<file path="src/logic/ppm_regs.svh">
// Constants for the program page mapper: register offset, fields, vector map.
// Assumes inclusion by bare name from the package and the design module.
`ifndef PPM_REGS_SVH
`define PPM_REGS_SVH
`define PPM_PAGE_SELECT_ADDR 8'hca
`define PPM_PAGE_LSB 0
`define PPM_PAGE_MSB 1
`define PPM_STATIC_PAGE 2'h1
`define PPM_PC_WIDTH 12
`define PPM_PAGE_BIT 11
`define PPM_OFFSET_WIDTH 11
`define PPM_PHYS_WIDTH 13
`define PPM_STACK_DEPTH 6
`define PPM_IRQ_VEC_LO 12'hff0
`define PPM_IRQ_VEC_HI 12'hff7
`define PPM_NMI_VEC_LO 12'hffc
`define PPM_RESET_VEC_LO 12'hffe
`endif

</file>
<file path="src/logic/ppm_pkg.sv">
// Types for the program page mapper.
// Assumes the constants header sits beside it.
`include "ppm_regs.svh"
package ppm_pkg;
  typedef logic [`PPM_PC_WIDTH-1:0] ppm_pc_t;
  typedef logic [1:0] ppm_page_t;

  // Data-space write from the core
  typedef struct packed {
    logic valid;
    logic [7:0] addr;
    logic [7:0] data;
  } ppm_dwrite_t;

  // Stack operations
  typedef enum logic [1:0] {
    PPM_STK_NONE = 2'b00,
    PPM_STK_PUSH = 2'b01,
    PPM_STK_POP = 2'b10
  } ppm_stk_op_t;

  // Whole module state
  typedef struct packed {
    ppm_page_t pageSelect;
    logic [`PPM_PHYS_WIDTH-1:0] physAddr;
    logic fetchValid;
    logic [2:0] stackCount;
    logic [`PPM_STACK_DEPTH-1:0][`PPM_PC_WIDTH-1:0] stack;
  } ppm_state_t;
endpackage

</file>
<file path="src/logic/ppm_program_page_mapper.sv">
// Program-space page mapper: 12-bit fetch address to 13-bit memory address,
// page-select register in data space, six-level return stack.
// Assumes the core presents fetches and data writes synchronous to clk.
`timescale 1ns/1ps
`include "ppm_regs.svh"

// Operation
// - Fetch addresses are 12 bits wide.
// - Memory is four 2-Kbyte pages with page 1 as the static page.
// - Addresses with bit 11 set always reach the static page.
// - Addresses with bit 11 clear reach the page held in the select register.
// - The static page is also reachable through the lower range.
// - The select register sits at data address CAh and is write only.
// - A write loads the page number used by later lower-range fetches.
// - Calls, returns and interrupts leave the select register unchanged.
// - The static page holds the interrupt, NMI and reset vectors.
// - A separate six-level stack keeps return addresses.
// - The page number is bits 1-0 of the select register.
// - The select register is undefined after reset; the code loads it with zero.
module ppm_program_page_mapper
  import ppm_pkg::*;
#(
  parameter int STACK_DEPTH = `PPM_STACK_DEPTH
)(
  input wire logic clk,
  input wire logic reset_n,
  input wire logic fetchReq,
  input wire ppm_pc_t fetchPc,
  input wire ppm_dwrite_t dataWrite,
  input wire ppm_stk_op_t stackOp,
  input wire ppm_pc_t stackPushPc,
  output logic [`PPM_PHYS_WIDTH-1:0] memAddr,
  output logic memValid,
  output logic vectorHit,
  output ppm_pc_t stackTop,
  output logic stackFull,
  output logic stackEmpty
);

  // ****************************************
  // State
  // ****************************************
  ppm_state_t state;
  ppm_state_t next_state;
  ppm_page_t effPage;
  logic selWrite;

  // Page choice; static page wins whenever PC bit 11 is high
  always_comb
  begin
    selWrite = dataWrite.valid && (dataWrite.addr == `PPM_PAGE_SELECT_ADDR);
    if (fetchPc[`PPM_PAGE_BIT])
      effPage = `PPM_STATIC_PAGE;
    else
      effPage = state.pageSelect;
  end

  // ****************************************
  // Next state
  // ****************************************
  // Stack never touches pageSelect, so calls cannot corrupt the mapping
  always_comb
  begin
    next_state = state;
    next_state.fetchValid = fetchReq;
    if (fetchReq)
      next_state.physAddr = {effPage, fetchPc[`PPM_OFFSET_WIDTH-1:0]};
    if (selWrite)
      next_state.pageSelect = dataWrite.data[`PPM_PAGE_MSB:`PPM_PAGE_LSB];
    case (stackOp)
      PPM_STK_PUSH:
      begin
        // Overflow drops the oldest level, as a shift stack does
        for (int i = STACK_DEPTH - 1; i > 0; i--)
          next_state.stack[i] = state.stack[i-1];
        next_state.stack[0] = stackPushPc;
        if (state.stackCount != 3'(STACK_DEPTH))
          next_state.stackCount = state.stackCount + 3'h1;
      end
      PPM_STK_POP:
      begin
        for (int i = 0; i < STACK_DEPTH - 1; i++)
          next_state.stack[i] = state.stack[i+1];
        next_state.stack[STACK_DEPTH-1] = '0;
        if (state.stackCount != 3'h0)
          next_state.stackCount = state.stackCount - 3'h1;
      end
      default:
      begin
        next_state.stackCount = state.stackCount;
      end
    endcase
  end

  // Register; page select gets zero only to avoid X, software must still write it
  always_ff @(posedge clk or negedge reset_n)
  begin
    if (!reset_n)
      state <= '0;
    else
      state <= next_state;
  end

  // ****************************************
  // Outputs
  // ****************************************
  assign memAddr = state.physAddr;
  assign memValid = state.fetchValid;
  assign vectorHit = state.fetchValid && (state.physAddr[`PPM_OFFSET_WIDTH-1:4] == 7'h7f)
    && (state.physAddr[`PPM_PHYS_WIDTH-1:`PPM_OFFSET_WIDTH] == `PPM_STATIC_PAGE);
  assign stackTop = state.stack[0];
  assign stackFull = (state.stackCount == 3'(STACK_DEPTH));
  assign stackEmpty = (state.stackCount == 3'h0);

  // ****************************************
  // Assertions
  // ****************************************
  property p_upper_static;
    @(posedge clk) disable iff (!reset_n)
    fetchReq && fetchPc[11] |=> memValid && memAddr[12:11] == 2'h1;
  endproperty
  a_upper_static: assert property (p_upper_static) else $error("upper fetch not static");

  property p_lower_sel;
    @(posedge clk) disable iff (!reset_n)
    fetchReq && !fetchPc[11] |=> memAddr[12:11] == $past(state.pageSelect);
  endproperty
  a_lower_sel: assert property (p_lower_sel) else $error("lower fetch wrong page");

  property p_offset;
    @(posedge clk) disable iff (!reset_n)
    fetchReq |=> memAddr[10:0] == $past(fetchPc[10:0]);
  endproperty
  a_offset: assert property (p_offset) else $error("offset bits lost");

  property p_sel_load;
    @(posedge clk) disable iff (!reset_n)
    dataWrite.valid && dataWrite.addr == 8'hca |=> state.pageSelect == $past(dataWrite.data[1:0]);
  endproperty
  a_sel_load: assert property (p_sel_load) else $error("page select not loaded");

  property p_sel_hold;
    @(posedge clk) disable iff (!reset_n)
    !(dataWrite.valid && dataWrite.addr == 8'hca) |=> $stable(state.pageSelect);
  endproperty
  a_sel_hold: assert property (p_sel_hold) else $error("page select changed");

  property p_push_top;
    @(posedge clk) disable iff (!reset_n)
    stackOp == PPM_STK_PUSH ##1 stackOp == PPM_STK_NONE |-> stackTop == $past(stackPushPc);
  endproperty
  a_push_top: assert property (p_push_top) else $error("push value lost");

  property p_count_max;
    @(posedge clk) disable iff (!reset_n)
    state.stackCount <= 3'h6;
  endproperty
  a_count_max: assert property (p_count_max) else $error("stack count over six");

  property p_vector;
    @(posedge clk) disable iff (!reset_n)
    fetchReq && fetchPc[11:4] == 8'hff |=> vectorHit;
  endproperty
  a_vector: assert property (p_vector) else $error("vector fetch missed");

  // Answer timing: exactly one valid per fetch, one cycle later
  property p_valid_follow;
    @(posedge clk) disable iff (!reset_n)
    fetchReq |=> memValid;
  endproperty
  a_valid_follow: assert property (p_valid_follow) else $error("fetch without valid");

  property p_valid_idle;
    @(posedge clk) disable iff (!reset_n)
    !fetchReq |=> !memValid;
  endproperty
  a_valid_idle: assert property (p_valid_idle) else $error("valid without fetch");

  // Address must stand between fetches, the array may sample it late
  property p_addr_hold;
    @(posedge clk) disable iff (!reset_n)
    !fetchReq |=> $stable(memAddr);
  endproperty
  a_addr_hold: assert property (p_addr_hold) else $error("address moved while idle");

  // Lower window aimed at page 1 lands on the cells of the upper half
  property p_static_alias;
    @(posedge clk) disable iff (!reset_n)
    fetchReq && !fetchPc[11] && state.pageSelect == 2'h1 |=> memAddr[12:11] == 2'h1;
  endproperty
  a_static_alias: assert property (p_static_alias) else $error("alias page wrong");

  property p_vector_page;
    @(posedge clk) disable iff (!reset_n)
    vectorHit |-> memAddr[12:11] == 2'h1 && memAddr[10:4] == 7'h7f;
  endproperty
  a_vector_page: assert property (p_vector_page) else $error("vector flag off page");

  // Stack edges: pop exposes the next level, full and empty saturate
  property p_pop_top;
    @(posedge clk) disable iff (!reset_n)
    stackOp == PPM_STK_POP && state.stackCount > 3'h1 |=> stackTop == $past(state.stack[1]);
  endproperty
  a_pop_top: assert property (p_pop_top) else $error("pop lost next level");

  property p_full_push;
    @(posedge clk) disable iff (!reset_n)
    stackFull && stackOp == PPM_STK_PUSH |=> stackFull;
  endproperty
  a_full_push: assert property (p_full_push) else $error("full push changed depth");

  property p_empty_pop;
    @(posedge clk) disable iff (!reset_n)
    stackEmpty && stackOp == PPM_STK_POP |=> stackEmpty;
  endproperty
  a_empty_pop: assert property (p_empty_pop) else $error("empty pop changed depth");

  c_static_lower: cover property (@(posedge clk) disable iff (!reset_n)
    fetchReq && !fetchPc[11] && state.pageSelect == 2'h1);
  c_page3: cover property (@(posedge clk) disable iff (!reset_n)
    fetchReq && !fetchPc[11] && state.pageSelect == 2'h3);
  c_full: cover property (@(posedge clk) disable iff (!reset_n) stackFull);
  c_overflow: cover property (@(posedge clk) disable iff (!reset_n)
    stackFull && stackOp == PPM_STK_PUSH);
endmodule

</file>
<file path="config.mk">
export PLATFORM = sky130hd
export DESIGN_NAME = ppm_program_page_mapper
export DESIGN_NICKNAME = d
export VERILOG_FILES = /design/src/logic/ppm_pkg.sv /design/src/logic/ppm_program_page_mapper.sv
export VERILOG_INCLUDE_DIRS = /design/src /design/src/logic
export SDC_FILE = /design/constraint.sdc
export NUM_CORES = 1
export LEC_CHECK = 0
export BUFFER_PORTS_ARGS = -buffer_cell sky130_fd_sc_hd__buf_2
export CORE_MARGIN = 1.5
export CORE_UTILIZATION = 45
export CTS_CLUSTER_SIZE = 25
export DETAILED_ROUTE_END_ITERATION = 8
export PLACE_DENSITY = 0.67
export SYNTH_ARGS = -nofsm -noshare
export SYNTH_HDL_FRONTEND = slang
export SYNTH_SLANG_ARGS = --single-unit
export TNS_END_PERCENT = 5
</file>
<file path="constraint.sdc">
create_clock -name clk -period 1.46 [get_ports clk]
set_input_delay 0.146 -clock clk [delete_from_list [all_inputs] [get_ports clk]]
set_output_delay 0.146 -clock clk [all_outputs]
set_load 0.05 [all_outputs]
</file>
After elaboration in Yosys (flattened, before gate mapping)
Index checks and enable logic that the tools add are counted.
{ "word_totals": {"ff_bits": 91, "elab_cells": 33, "output_inout_bits": 29} }
{ "op_classes": {"n_mux": 5, "n_eq_ne": 9, "add_sub_neg": 2, "reduce_logical": 7} }
{ "op_table": {"columns": ["cell", "n"], "rows": [
  ["$pmux W72 S2", 1],
  ["$eq A8 B8 Y1 const B", 1],
  ["$eq A7 B7 Y1 const B", 1],
  ["$mux W3", 2],
  ["$pmux W3 S2", 1],
  ["$eq A2 B1 Y1 const B", 2],
  ["$ne A2 B2 Y1 const B", 2],
  ["$add A3 B1 Y3 const B", 1],
  ["$eq A3 B3 Y1 const B", 1],
  ["$logic_and A1 B1 Y1", 3],
  ["$logic_not A3 Y1", 1],
  ["$ne A3 B3 Y1 const B", 1],
  ["$reduce_and A3 Y1", 1],
  ["$reduce_bool A3 Y1", 1],
  ["$sub A3 B1 Y3 const B", 1],
  ["$eq A2 B2 Y1 const B", 1],
  ["$mux W2", 1],
  ["$reduce_bool A2 Y1", 1]
]} }

Logic depth before layout (Yosys ltp)
Gate-level depths: netlist of run 1.
{ "depth": {"depth_word": 3, "mapped_depth": 10, "depth_no_buf": 8} }

Worst setup path before layout of run 1
No wires, ideal clock.
{ "synth_timing": {"path_type": "register to output", "start": "register state, in the netlist memValid", "end": "output port vectorHit", "setup_slack_ns": -0.954, "required_time_ns": 1.314, "arrival_time_ns": 2.268, "path_stages_with_launch": 3, "path_cell_list": "dfrtp_1 nand4_1 nor4_1"} }
{ "synth_between": {"elab_chain_len": 2} }
{ "synth_rtl": {"columns": ["element", "line", "source"], "rows": [
  ["from (decl)", "ppm_program_page_mapper.sv:43", "ppm_state_t state;"],
  ["from (signal assigned)", "ppm_program_page_mapper.sv:101", "state <= next_state;"],
  ["$logic_and A1 B1 Y1 (2 in a row)", "ppm_program_page_mapper.sv:109", "assign vectorHit = state.fetchValid && (state.physAddr[`PPM_OFFSET_WIDTH-1:4] == 7'h7f)"],
  ["to (decl)", "ppm_program_page_mapper.sv:34", "output logic vectorHit,"]
]} }
Every way passes these cells.

Worst setup path in the final report of run 1
{ "layout_timing": {"start": "register state, in the netlist memAddr[4]", "end": "output port vectorHit"} }
{ "layout_between": {"elab_chain_len": 3} }
{ "layout_rtl": {"columns": ["element", "line"], "rows": [
  ["$eq A7 B7 Y1", "ppm_program_page_mapper.sv:109"],
  ["$logic_and A1 B1 Y1 (2 in a row)", "ppm_program_page_mapper.sv:109"]
]} }
Every way passes these cells.

==> summary.md, run 1 <==
| Metric | Value |
|---|---|
| Status | complete, no violations |
| Area of the multi-input gates | 0.001649 sq mm |
| Remaining global-route overflow | 0 |
| Worst Path Arrival | 1.29 ns |
| Post-route insts no fill | 538 |
| Layout cells sized above 1 | 26.93% |
| Startpoint types | flop |
| Number of library cell types mapped by synthesis | 24 |
| Die Wd | 99.64 um |
| CTS tree | built |
| Htree depth | 3 |
| Residual DRC | 0 |
| Syn Area/Cell | 11.06 sq um |
| Worst setup EP type | primary output |
| Slew margin rel. | 39.59% |
| Half-perimeter wire length after placement | 4.656 mm |
| Initial antenna violation count | 0 |
| First-pass GRT wire length | 12.37 mm |
| Fin Setup TNS | 0 ns |
| FF+latch area | 0.002277 sq mm |
| Sequential share of the synthesized area | 54.18% |
| RSZ-0062 raised after global routing | yes |
| Fin crit share | 98.29% |
| Post-route cell area | 0.004838 sq mm |
| Clk_lat worst skew | 0.35 ns |
| Initial core utilization | 45.92% |
| Vias | 2734 |
| P_leak | 2.217 nW |
| Rows | 35 |
| Final Critical Period | 1.435 ns |
| IO Port Bufs | 68 |
| Vias in the first global route | 2620 |
| Drt total wl | 7.180 mm |
| Max-cap violation count | 0 |
| Nets@finish | 473 |
| Dpl ws | -0.2172 ns |
| Worst setup margin | 0.02494 ns |
| Syn Nets | 430 |
| I/O Pins | 75 |
| Fmax | 696.8 MHz |
| Pwr Density | 1530 mW/mm^2 |
| Synth area leaders | dfrtp_1, mux2i_1, o21ai_0 |
| Hold Slack | 0.02913 ns |
| CP required | 1.31 ns |
| Setup CP Type | flop to primary output |
| Pre-Repair DR Iteration Count | 4 |
| Post-Place Cells | 522 |
| Deepest clock path buffer count | 2 |
| CTS Sinks | 91 |
| Area of the die | 0.009928 sq mm |
| Synth top area share | 54.18% |
| Tot GR Track Use | 15.51% |
| Syn. warnings | 0 |
| Most common cell after layout, fill and taps aside | dfrtp_1 |
| Vias per cell | 5.082 |
| Cell count after synthesis | 380 |
| Wire length per cell | 13.35 um |
| Peak VDD IR | 0.0006847 V |
| Placed Area | 0.004573 sq mm |
| Area Overhead vs Synth | 15.12% |
| Clk_skew | 0.01021 ns |
| Die Ht | 99.64 um |
| Most frequent cells in the layout | dfrtp_1, nand2_1, o21ai_0, buf_2, mux2i_1 |
| Ant diodes | 0 |
| Final Hold Fails | 0 |
| Setup violators final | 0 |
| Root Buffer | clkbuf_8 |
| Core area | 0.009153 sq mm |
| Hold Path Class | primary input to flop |
| Inserted Clock Buffers | 9 |
| Initial drt markers | 80 |
| Total Power | 7.402 mW |
| CP max FO | 3 |
| ANT nets after route | 0 |
| Fin util | 52.86% |
| Clock slew at reported path FFs | 0.08 ns |
| Pins over their slew limit | 0 |
| Worst-margin pin slew | 0.9029 ns |
| Cell area after synthesis | 0.004203 sq mm |
| Filler cells | 803 |
| Post-synthesis register bit count | 91 |
| Pin count of the biggest net entering global routing | 133 |
| RePlAce Congestion | 0.8068 |
| Area leader, netlist | dfrtp_1 |
-- power breakdown --
group / internal (mW) / total [mW] / leakage (nW) / switching, mW
clock network: 1.01 / 1.89 / 0.109 / 0.875
logic: 0.753 / 1.82 / 0.939 / 1.07
registers: 3.15 / 3.70 / 1.17 / 0.548
total: 4.91 / 7.40 / 2.22 / 2.49
-- state kept, by name, summed over array words and instances, names as in the netlist --
name / count
state: 65
memAddr: 13
stackTop: 12
memValid: 1
-- synthesized netlist by cell type --
cell type / number
nor2_1: 2
nor4bb_1: 1
nor3_2: 1
nor3_1: 1
xnor2_1: 2
nand3b_1: 1
xor2_1: 2
inv_1: 4
nand2_1: 64
nor3b_1: 1
buf_4: 30
and4b_1: 1
o21ai_0: 64
mux2_2: 13
nor4b_1: 1
nor4_1: 1
nand4_1: 3
a22o_1: 12
dfrtp_1: 91
clkbuf_1: 7
a21oi_1: 1
buf_2: 13
mux2i_1: 60
ha_1: 4
-- layer usage --
metal  vias to the layer above  GRT usage [%]  part of all wire, %
li1                       1374              -                    -
met1                      1278          22.25                   53
met2                        73          23.13                   41
met3                         9          3.233                  4.1
met4                         0          6.176                  1.5
met5                         -              0                    0
-- area by class of cell --
type | instances | area share, %
clock buffer | 10 | 2.845
clock inverter | 5 | 1.758
inverter | 4 | 0.3103
multi-input combinational | 235 | 34.08
sequential | 91 | 47.06
tap | 111 | 2.870
timing repair buffer | 82 | 11.07
-- path summary, 6_finish.rpt --
path / start / endpoint / slack (ns) / depth (start not counted)
hold / removal: dataWrite[1] / state[90]$_DFFE_PN0P_ / 0.03 / 2
setup / recovery: memAddr[4]$_DFFE_PN0P_ / vectorHit / 0.02 / 3
min in group asynchronous: reset_n / memAddr[0]$_DFFE_PN0P_ / 0.21 / 2
hold reg to reg: memAddr[2]$_DFFE_PN0P_ / memAddr[2]$_DFFE_PN0P_ / 0.51 / 1
setup reg to reg: state[73]$_DFFE_PN0P_ / state[74]$_DFFE_PN0P_ / 0.07 / 6
max in group asynchronous: reset_n / state[60]$_DFFE_PN0P_ / 0.75 / 3
-- critical path, stage by stage (launching register included) --
cell     delay, ns
dfrtp_1       0.37
nand4_1       0.15
nor4_4        0.24
buf_6         0.19
-- kinds of logic after synthesis --
group | synth area share (%)
AOI/OAI and AO/OA | 10.24
xor gates and xnor gates | 0.8337
adders and majority gates | 1.191
buffers and inverters | 7.889
DFF | 54.18
muxes | 17.77
and+or+nand+nor | 7.890
-- timing repair --
item | CTS | global route
setup endpoints to repair | 3 | 4
setup buffers | 0 | 0
gates resized for setup | 5 | 4
endpoints found under the hold margin | 90 | 0
pin swaps | 2 | 1
gates cloned | 0 | 0
hold buffers | 1 | 0
Power figures use the tool's default switching activity.
==> inputs of run 2 (changes only) <==
- CORE_ASPECT_RATIO: unset -> 0.9
- clock period: 1.46 -> 1.9 ns (I/O delays scaled with it)
==> run 2 against run 1 <==
  * Sequential power decreased by 24%
  * Critical path depth is the same
  * Wire length grew 0.43%
  * Power down 26%
  * Final cell count grew 0.56%
  * Combinational power decreased by 28%
  * Worst hold slack better by 0.027 ns
  * Utilization down 1.1 points
  * Clock-buffer cell count increased by 1
  * First-iteration DRC count is 54% higher
  * Global-route usage is 0.20 points lower
  * Critical path type unchanged
==> summary.md, run 2 (synthesis gave the netlist of run 1 again) <==
| Metric | Value |
|---|---|
| Ant diodes | 0 |
| Hold Path End | state[90]$_DFFE_PN0P_ |
| Setup violators final | 0 |
| Worst Path Arrival | 1.42 ns |
| Initial drt markers | 123 |
| Pin count of the biggest net entering global routing | 135 |
| Wire length per cell | 13.33 um |
| Vias in the first global route | 2647 |
| Peak VDD IR | 0.0007729 V |
| Worst-margin pin slew | 1.058 ns |
| Top reg by flops | state |
| ANT nets after route | 0 |
| Worst setup EP type | primary output |
| Hold Path Class | primary input to flop |
| Max FFs per register | 65 |
| Pwr Density | 1160 mW/mm^2 |
| Area of the die | 0.009929 sq mm |
| IO Port Bufs | 68 |
| Vias | 2731 |
| Pins over their slew limit | 0 |
| Drt total wl | 7.211 mm |
| Hold path cells | 2 |
| Clk_skew | 0.007256 ns |
| P_leak | 2.153 nW |
| FF+latch area | 0.002277 sq mm |
| Fin util | 51.76% |
| R2r endpoint | state[74]$_DFFE_PN0P_ |
| CTS Sinks | 91 |
| Layout cells sized above 1 | 24.82% |
| Initial antenna violation count | 0 |
| Critical path cell sequence | nand4_1 -> nor4_4 -> buf_2 |
| Crit path buffers/inverters | 1 |
| Remaining global-route overflow | 0 |
| Die Ht | 94.68 um |
| Residual DRC | 0 |
| CTS tree | built |
| Fin crit share | 84.67% |
| Vias per cell | 5.048 |
| Inserted Clock Buffers | 9 |
| Slew margin rel. | 29.20% |
| I/O Pins | 75 |
| Rows | 33 |
| Tot GR Track Use | 15.32% |
| Startpoint types | flop |
| Most frequent cells in the layout | dfrtp_1, buf_2, nand2_1, o21ai_0, mux2i_1 |
| Initial core utilization | 46.27% |
| Nets@finish | 464 |
| Root Buffer | clkbuf_8 |
| Status | complete, no violations |
| First-pass GRT wire length | 12.04 mm |
| Family with the most delay on the worst path | simple AND/OR/NAND/NOR gates |
| R2R depth | 6 |
| Clk_lat worst skew | 0.36 ns |
| Most common cell after layout, fill and taps aside | dfrtp_1 |
| Clock slew at reported path FFs | 0.09 ns |
| RePlAce Congestion | 0.6904 |
| CP max-delay cell | dfrtp_1 |
| Half-perimeter wire length after placement | 4.553 mm |
| Final Critical Period | 1.609 ns |
| Fin Setup TNS | 0 ns |
| Reg2Reg Launch Point | state[73]$_DFFE_PN0P_ |
| CP max FO | 3 |
| Htree depth | 3 |
| Max-cap violation count | 0 |
| CP peak stage delay | 0.38 ns |
| RSZ-0062 raised after global routing | no |
| Filler cells | 813 |
| Die Wd | 104.9 um |
| Pre-Repair DR Iteration Count | 4 |
| Final Hold Fails | 0 |
| Hold_sp | dataWrite[1] |
| Core area | 0.009084 sq mm |
| Setup CP Type | flop to primary output |
| Fmax | 621.6 MHz |
| Area of the multi-input gates | 0.001634 sq mm |
| Worst reg-to-reg setup slack | 0.49 ns |
| Postcts setup bufs | 0 |
| Area Overhead vs Synth | 11.88% |
| Deepest clock path buffer count | 2 |
| CP required | 1.71 ns |
[run 2: power breakdown]
group / switching, mW / internal, mW / leakage, nW
clock network: 0.681 / 0.652 / 0.104
logic: 0.797 / 0.510 / 0.881
registers: 0.395 / 2.42 / 1.17
[run 2: area by class of cell]
type                            instances  share of cell area, %
Sequential cell                        91                  48.43
Clock inverter                          5                  1.304
Clock buffer                           11                  3.007
Multi-Input combinational cell        235                  34.75
Tap cell                              122                  3.246
Timing Repair Buffer                   73                  8.941
Inverter                                4                 0.3193
[run 2: worst max-delay path by stage]
stage | start | endpoint | slack, ns | depth (start not counted)
floorplan | state[73]$_DFFE_PN0P_ | stackEmpty | 0.19 | 1
global placement | stackOp[0] | state[65]$_DFFE_PN0P_ | 0.19 | 5
detailed placement | stackOp[0] | state[68]$_DFFE_PN0P_ | 0.07 | 5
CTS | memAddr[9]$_DFFE_PN0P_ | vectorHit | 0.27 | 3
global route | memAddr[9]$_DFFE_PN0P_ | vectorHit | 0.19 | 3
finish | memAddr[9]$_DFFE_PN0P_ | vectorHit | 0.29 | 3
[run 2: what timing repair did]
item | CTS | global route
hold endpoints to repair | 31 | 0
hold buffers | 1 | 0
gates resized for setup | 0 | 0
[run 2: stage by stage]
stage,power (mW),setup WS (ns),hold WS [ns],area (sq um),cells
6_report,5.454,0.2913,0.05636,4702,541
5_1_grt,5.810,0.1893,0.03402,4702,541
4_1_cts,5.536,0.2657,0.04047,4702,541
3_5_place_dp,4.173,0.07057,0.1644,4489,524
3_3_place_gp,4.107,0.1889,0.1606,4489,524
2_1_floorplan,3.888,0.1911,-0.1056,4218,380
[run 2: metal layers]
metal	up-vias	wire (um)	GRT usage, %
met2	38	3644	26.80
met4	0	109	5.822
met3	9	211	4.141
met1	1338	3245	18.18
met5	-	0	0
li1	1346	-	-
==> inputs of run 3 (changes only) <==
- ABC_AREA: unset -> 1
- PLACE_DENSITY: 0.67 -> 0.66
- clock period: 1.9 -> 1.5 ns (I/O delays scaled with it)
==> run 3 against run 2 <==
  * Final cell count up 21%
  * Utilization up 0.53 points
  * Clock power up 9%
  * Synthesized cell count up 29%
  * First-iteration DRC count up 34%
  * Cell area up 3.3%
  * Die area up 4.1%
  * Wire length up 18%
==> summary.md, run 3 <==
| Metric | Value |
|---|---|
| Setup violators final | 0 |
| Area leader, netlist | dfrtp_1 |
| Startpoint types | flop |
| Initial drt markers | 165 |
| Vias in the first global route | 3346 |
| R2r endpoint | state[74]$_DFFE_PN0P_ |
| RSZ-0062 raised after global routing | yes |
| Final Critical Period | 1.434 ns |
| Die Wd | 107.0 um |
| Post-Place Cells | 638 |
| CP required | 1.35 ns |
| Cell count after synthesis | 492 |
| ANT nets after route | 0 |
| Pwr Density | 1405 mW/mm^2 |
| Fin Setup TNS | 0 ns |
| Async SR Flop Fraction | 100.0% |
| CP max FO | 3 |
| Max FFs per register | 65 |
| Vias | 3384 |
| Clk_skew | 0.007287 ns |
| Syn. warnings | 0 |
| Residual DRC | 0 |
| Final Hold Fails | 0 |
| Fmax | 697.3 MHz |
| EDFF count, synth | 0 |
| Peak VDD IR | 0.0006043 V |
| CP peak stage delay | 0.38 ns |
| Layout cells sized above 1 | 24.72% |
| Commonest cells post-synth | nand2_1, dfrtp_1, a21oi_1 |
| Top reg by flops | state |
| CTS Sinks | 91 |
| Syn Nets | 542 |
| Worst-margin pin slew | 0.5065 ns |
| Tot GR Track Use | 17.66% |
| Pre-Repair DR Iteration Count | 4 |
| Ant diodes | 0 |
| CTS tree | built |
| Setup CP Type | flop to primary output |
| Reg2Reg Launch Point | state[73]$_DFFE_PN0P_ |
| Deepest clock path buffer count | 2 |
| First-pass GRT wire length | 15.01 mm |
| Core area | 0.009290 sq mm |
| Initial antenna violation count | 0 |
| Area Overhead vs Synth | 10.88% |
| Wire length per cell | 12.97 um |
| Worst Path Arrival | 1.28 ns |
| P_leak | 2.380 nW |
| IO Port Bufs | 68 |
| Critical Path Source | memAddr[8]$_DFFE_PN0P_ |
| R2R depth | 8 |
| Pin count of the biggest net entering global routing | 78 |
| Worst setup EP type | primary output |
| Nets@finish | 579 |
| Hold Slack | 0.02382 ns |
| Hold Path Class | primary input to flop |
| Post-route insts no fill | 656 |
| Clk_lat worst skew | 0.35 ns |
| Pins over their slew limit | 0 |
| Vias per cell | 5.159 |
| RePlAce Congestion | 0.7561 |
| Fin crit share | 95.60% |
| Clock slew at reported path FFs | 0.09 ns |
| Status | complete, no violations |
| Count leader, synth | nand2_1 |
| Synth top area share | 51.97% |
| Most common cell after layout, fill and taps aside | nand2_1 |
| CP max-delay cell | dfrtp_1 |
| Dpl ws | -0.002661 ns |
| Inserted Clock Buffers | 9 |
| Hold_sp | fetchPc[9] |
| Worst setup margin | 0.06597 ns |
| Number of library cell types mapped by synthesis | 21 |
| Worst Setup EP | vectorHit |
| Slew margin rel. | 66.23% |
| Area of the die | 0.01034 sq mm |
| Max-cap violation count | 0 |
| Htree depth | 3 |
| Sequential share of the synthesized area | 51.97% |
| Root Buffer | clkbuf_8 |
| Top_reg_cell synth | dfrtp_1 |
| I/O Pins | 75 |
| Initial core utilization | 47.16% |
| Remaining global-route overflow | 0 |
| Post-synthesis register bit count | 91 |
| Worst reg-to-reg setup slack | 0.31 ns |
| Critical path cell sequence | nand4_1 -> nor3_4 -> buf_6 |
| Half-perimeter wire length after placement | 5.631 mm |
| Rows | 33 |
| Synth area leaders | dfrtp_1, a21oi_1, nand2_1 |
| Most frequent cells in the layout | nand2_1, dfrtp_1, a21oi_1, buf_2, nor2_1 |
| Syn Area/Cell | 8.906 sq um |
| Drt total wl | 8.508 mm |
| Cell area after synthesis | 0.004382 sq mm |
| Die Ht | 96.62 um |
==> run 3: cell types whose count changed after synthesis, moves of 4 or more <==
cell / delta
a21oi_1: +88
a21oi_2: +20
a22o_1: -12
a22oi_1: +12
buf_2: +6
buf_6: +6
clkbuf_1: -5
inv_1: +25
mux2i_1: -60
nand2_1: +32
nand3_1: +4
nor2_1: +54
o21ai_0: -49
==> run 3: power breakdown <==
part           total [mW]  internal, mW  switching [mW]
combinational        1.94         0.686            1.25
clock                1.45         0.602           0.850
sequential           3.44          3.01           0.424
==> run 3: worst min path at each step <==
stage	to	slack [ns]	cells past startpoint
after global routing	memAddr[9]$_DFFE_PN0P_	0.001	2
after floorplan	memAddr[0]$_DFFE_PN0P_	-0.15	0
after CTS	memAddr[9]$_DFFE_PN0P_	0.002	2
after global placement	state[24]$_DFFE_PN0P_	0.16	1
final	memAddr[9]$_DFFE_PN0P_	0.02	2
after detailed placement	state[46]$_DFFE_PN0P_	0.16	1
==> run 3: cell type report <==
type,count,area (sq um)
inverter,31,121.4
sequential,91,2278
clock inverter,6,41.29
multi-input combinational,315,1619
tap,122,152.6
timing repair buffer,81,518.0
fill,874,4432
clock buffer,10,127.6
==> run 3: cells by family (layout without fill, tap and decap cells) <==
group | count (synthesis) | after routing | share of synthesized area, %
and+or+nand+nor | 163 | 163 | 14.48
xor gates and xnor gates | 1 | 1 | 0.1999
AOI/OAI and AO/OA | 136 | 136 | 17.93
adders and majority gates | 4 | 4 | 1.142
DFF | 91 | 91 | 51.97
muxes | 11 | 11 | 2.827
buffers and inverters | 86 | 128 | 11.45
==> run 3: worst max-delay path, delay by kind of cell (launching register included) <==
family,cells,cell delay (ns)
buffers and inverters,1,0.18
AND/OR/NAND/NOR,2,0.37
flip-flops,1,0.38
==> run 3: repair_timing <==
item,in CTS,in global routing
pin swaps,0,2
hold endpoints to repair,34,0
endpoints found under the setup margin,2,3
hold buffers,1,0
setup buffers,0,1
resized for setup,3,2
gates cloned,0,0
==> run 3: stage by stage <==
step / instance area [sq um] / util, % / total power, mW
5_1_grt: 4858 / 52.30 / 7.314
4_1_cts: 4846 / 52.16 / 6.906
3_3_place_gp: 4658 / 50.14 / 5.325
2_1_floorplan: 4393 / - / 5.015
6_report: 4858 / 52.30 / 6.827
3_5_place_dp: 4658 / 50.14 / 5.410
==> run 3: metal layers <==
layer / wire length (um) / global-route usage [%]
met1: 3965 / 21.94
met2: 4180 / 30.42
met3: 285 / 5.121
met4: 76 / 3.795
met5: 0 / 0
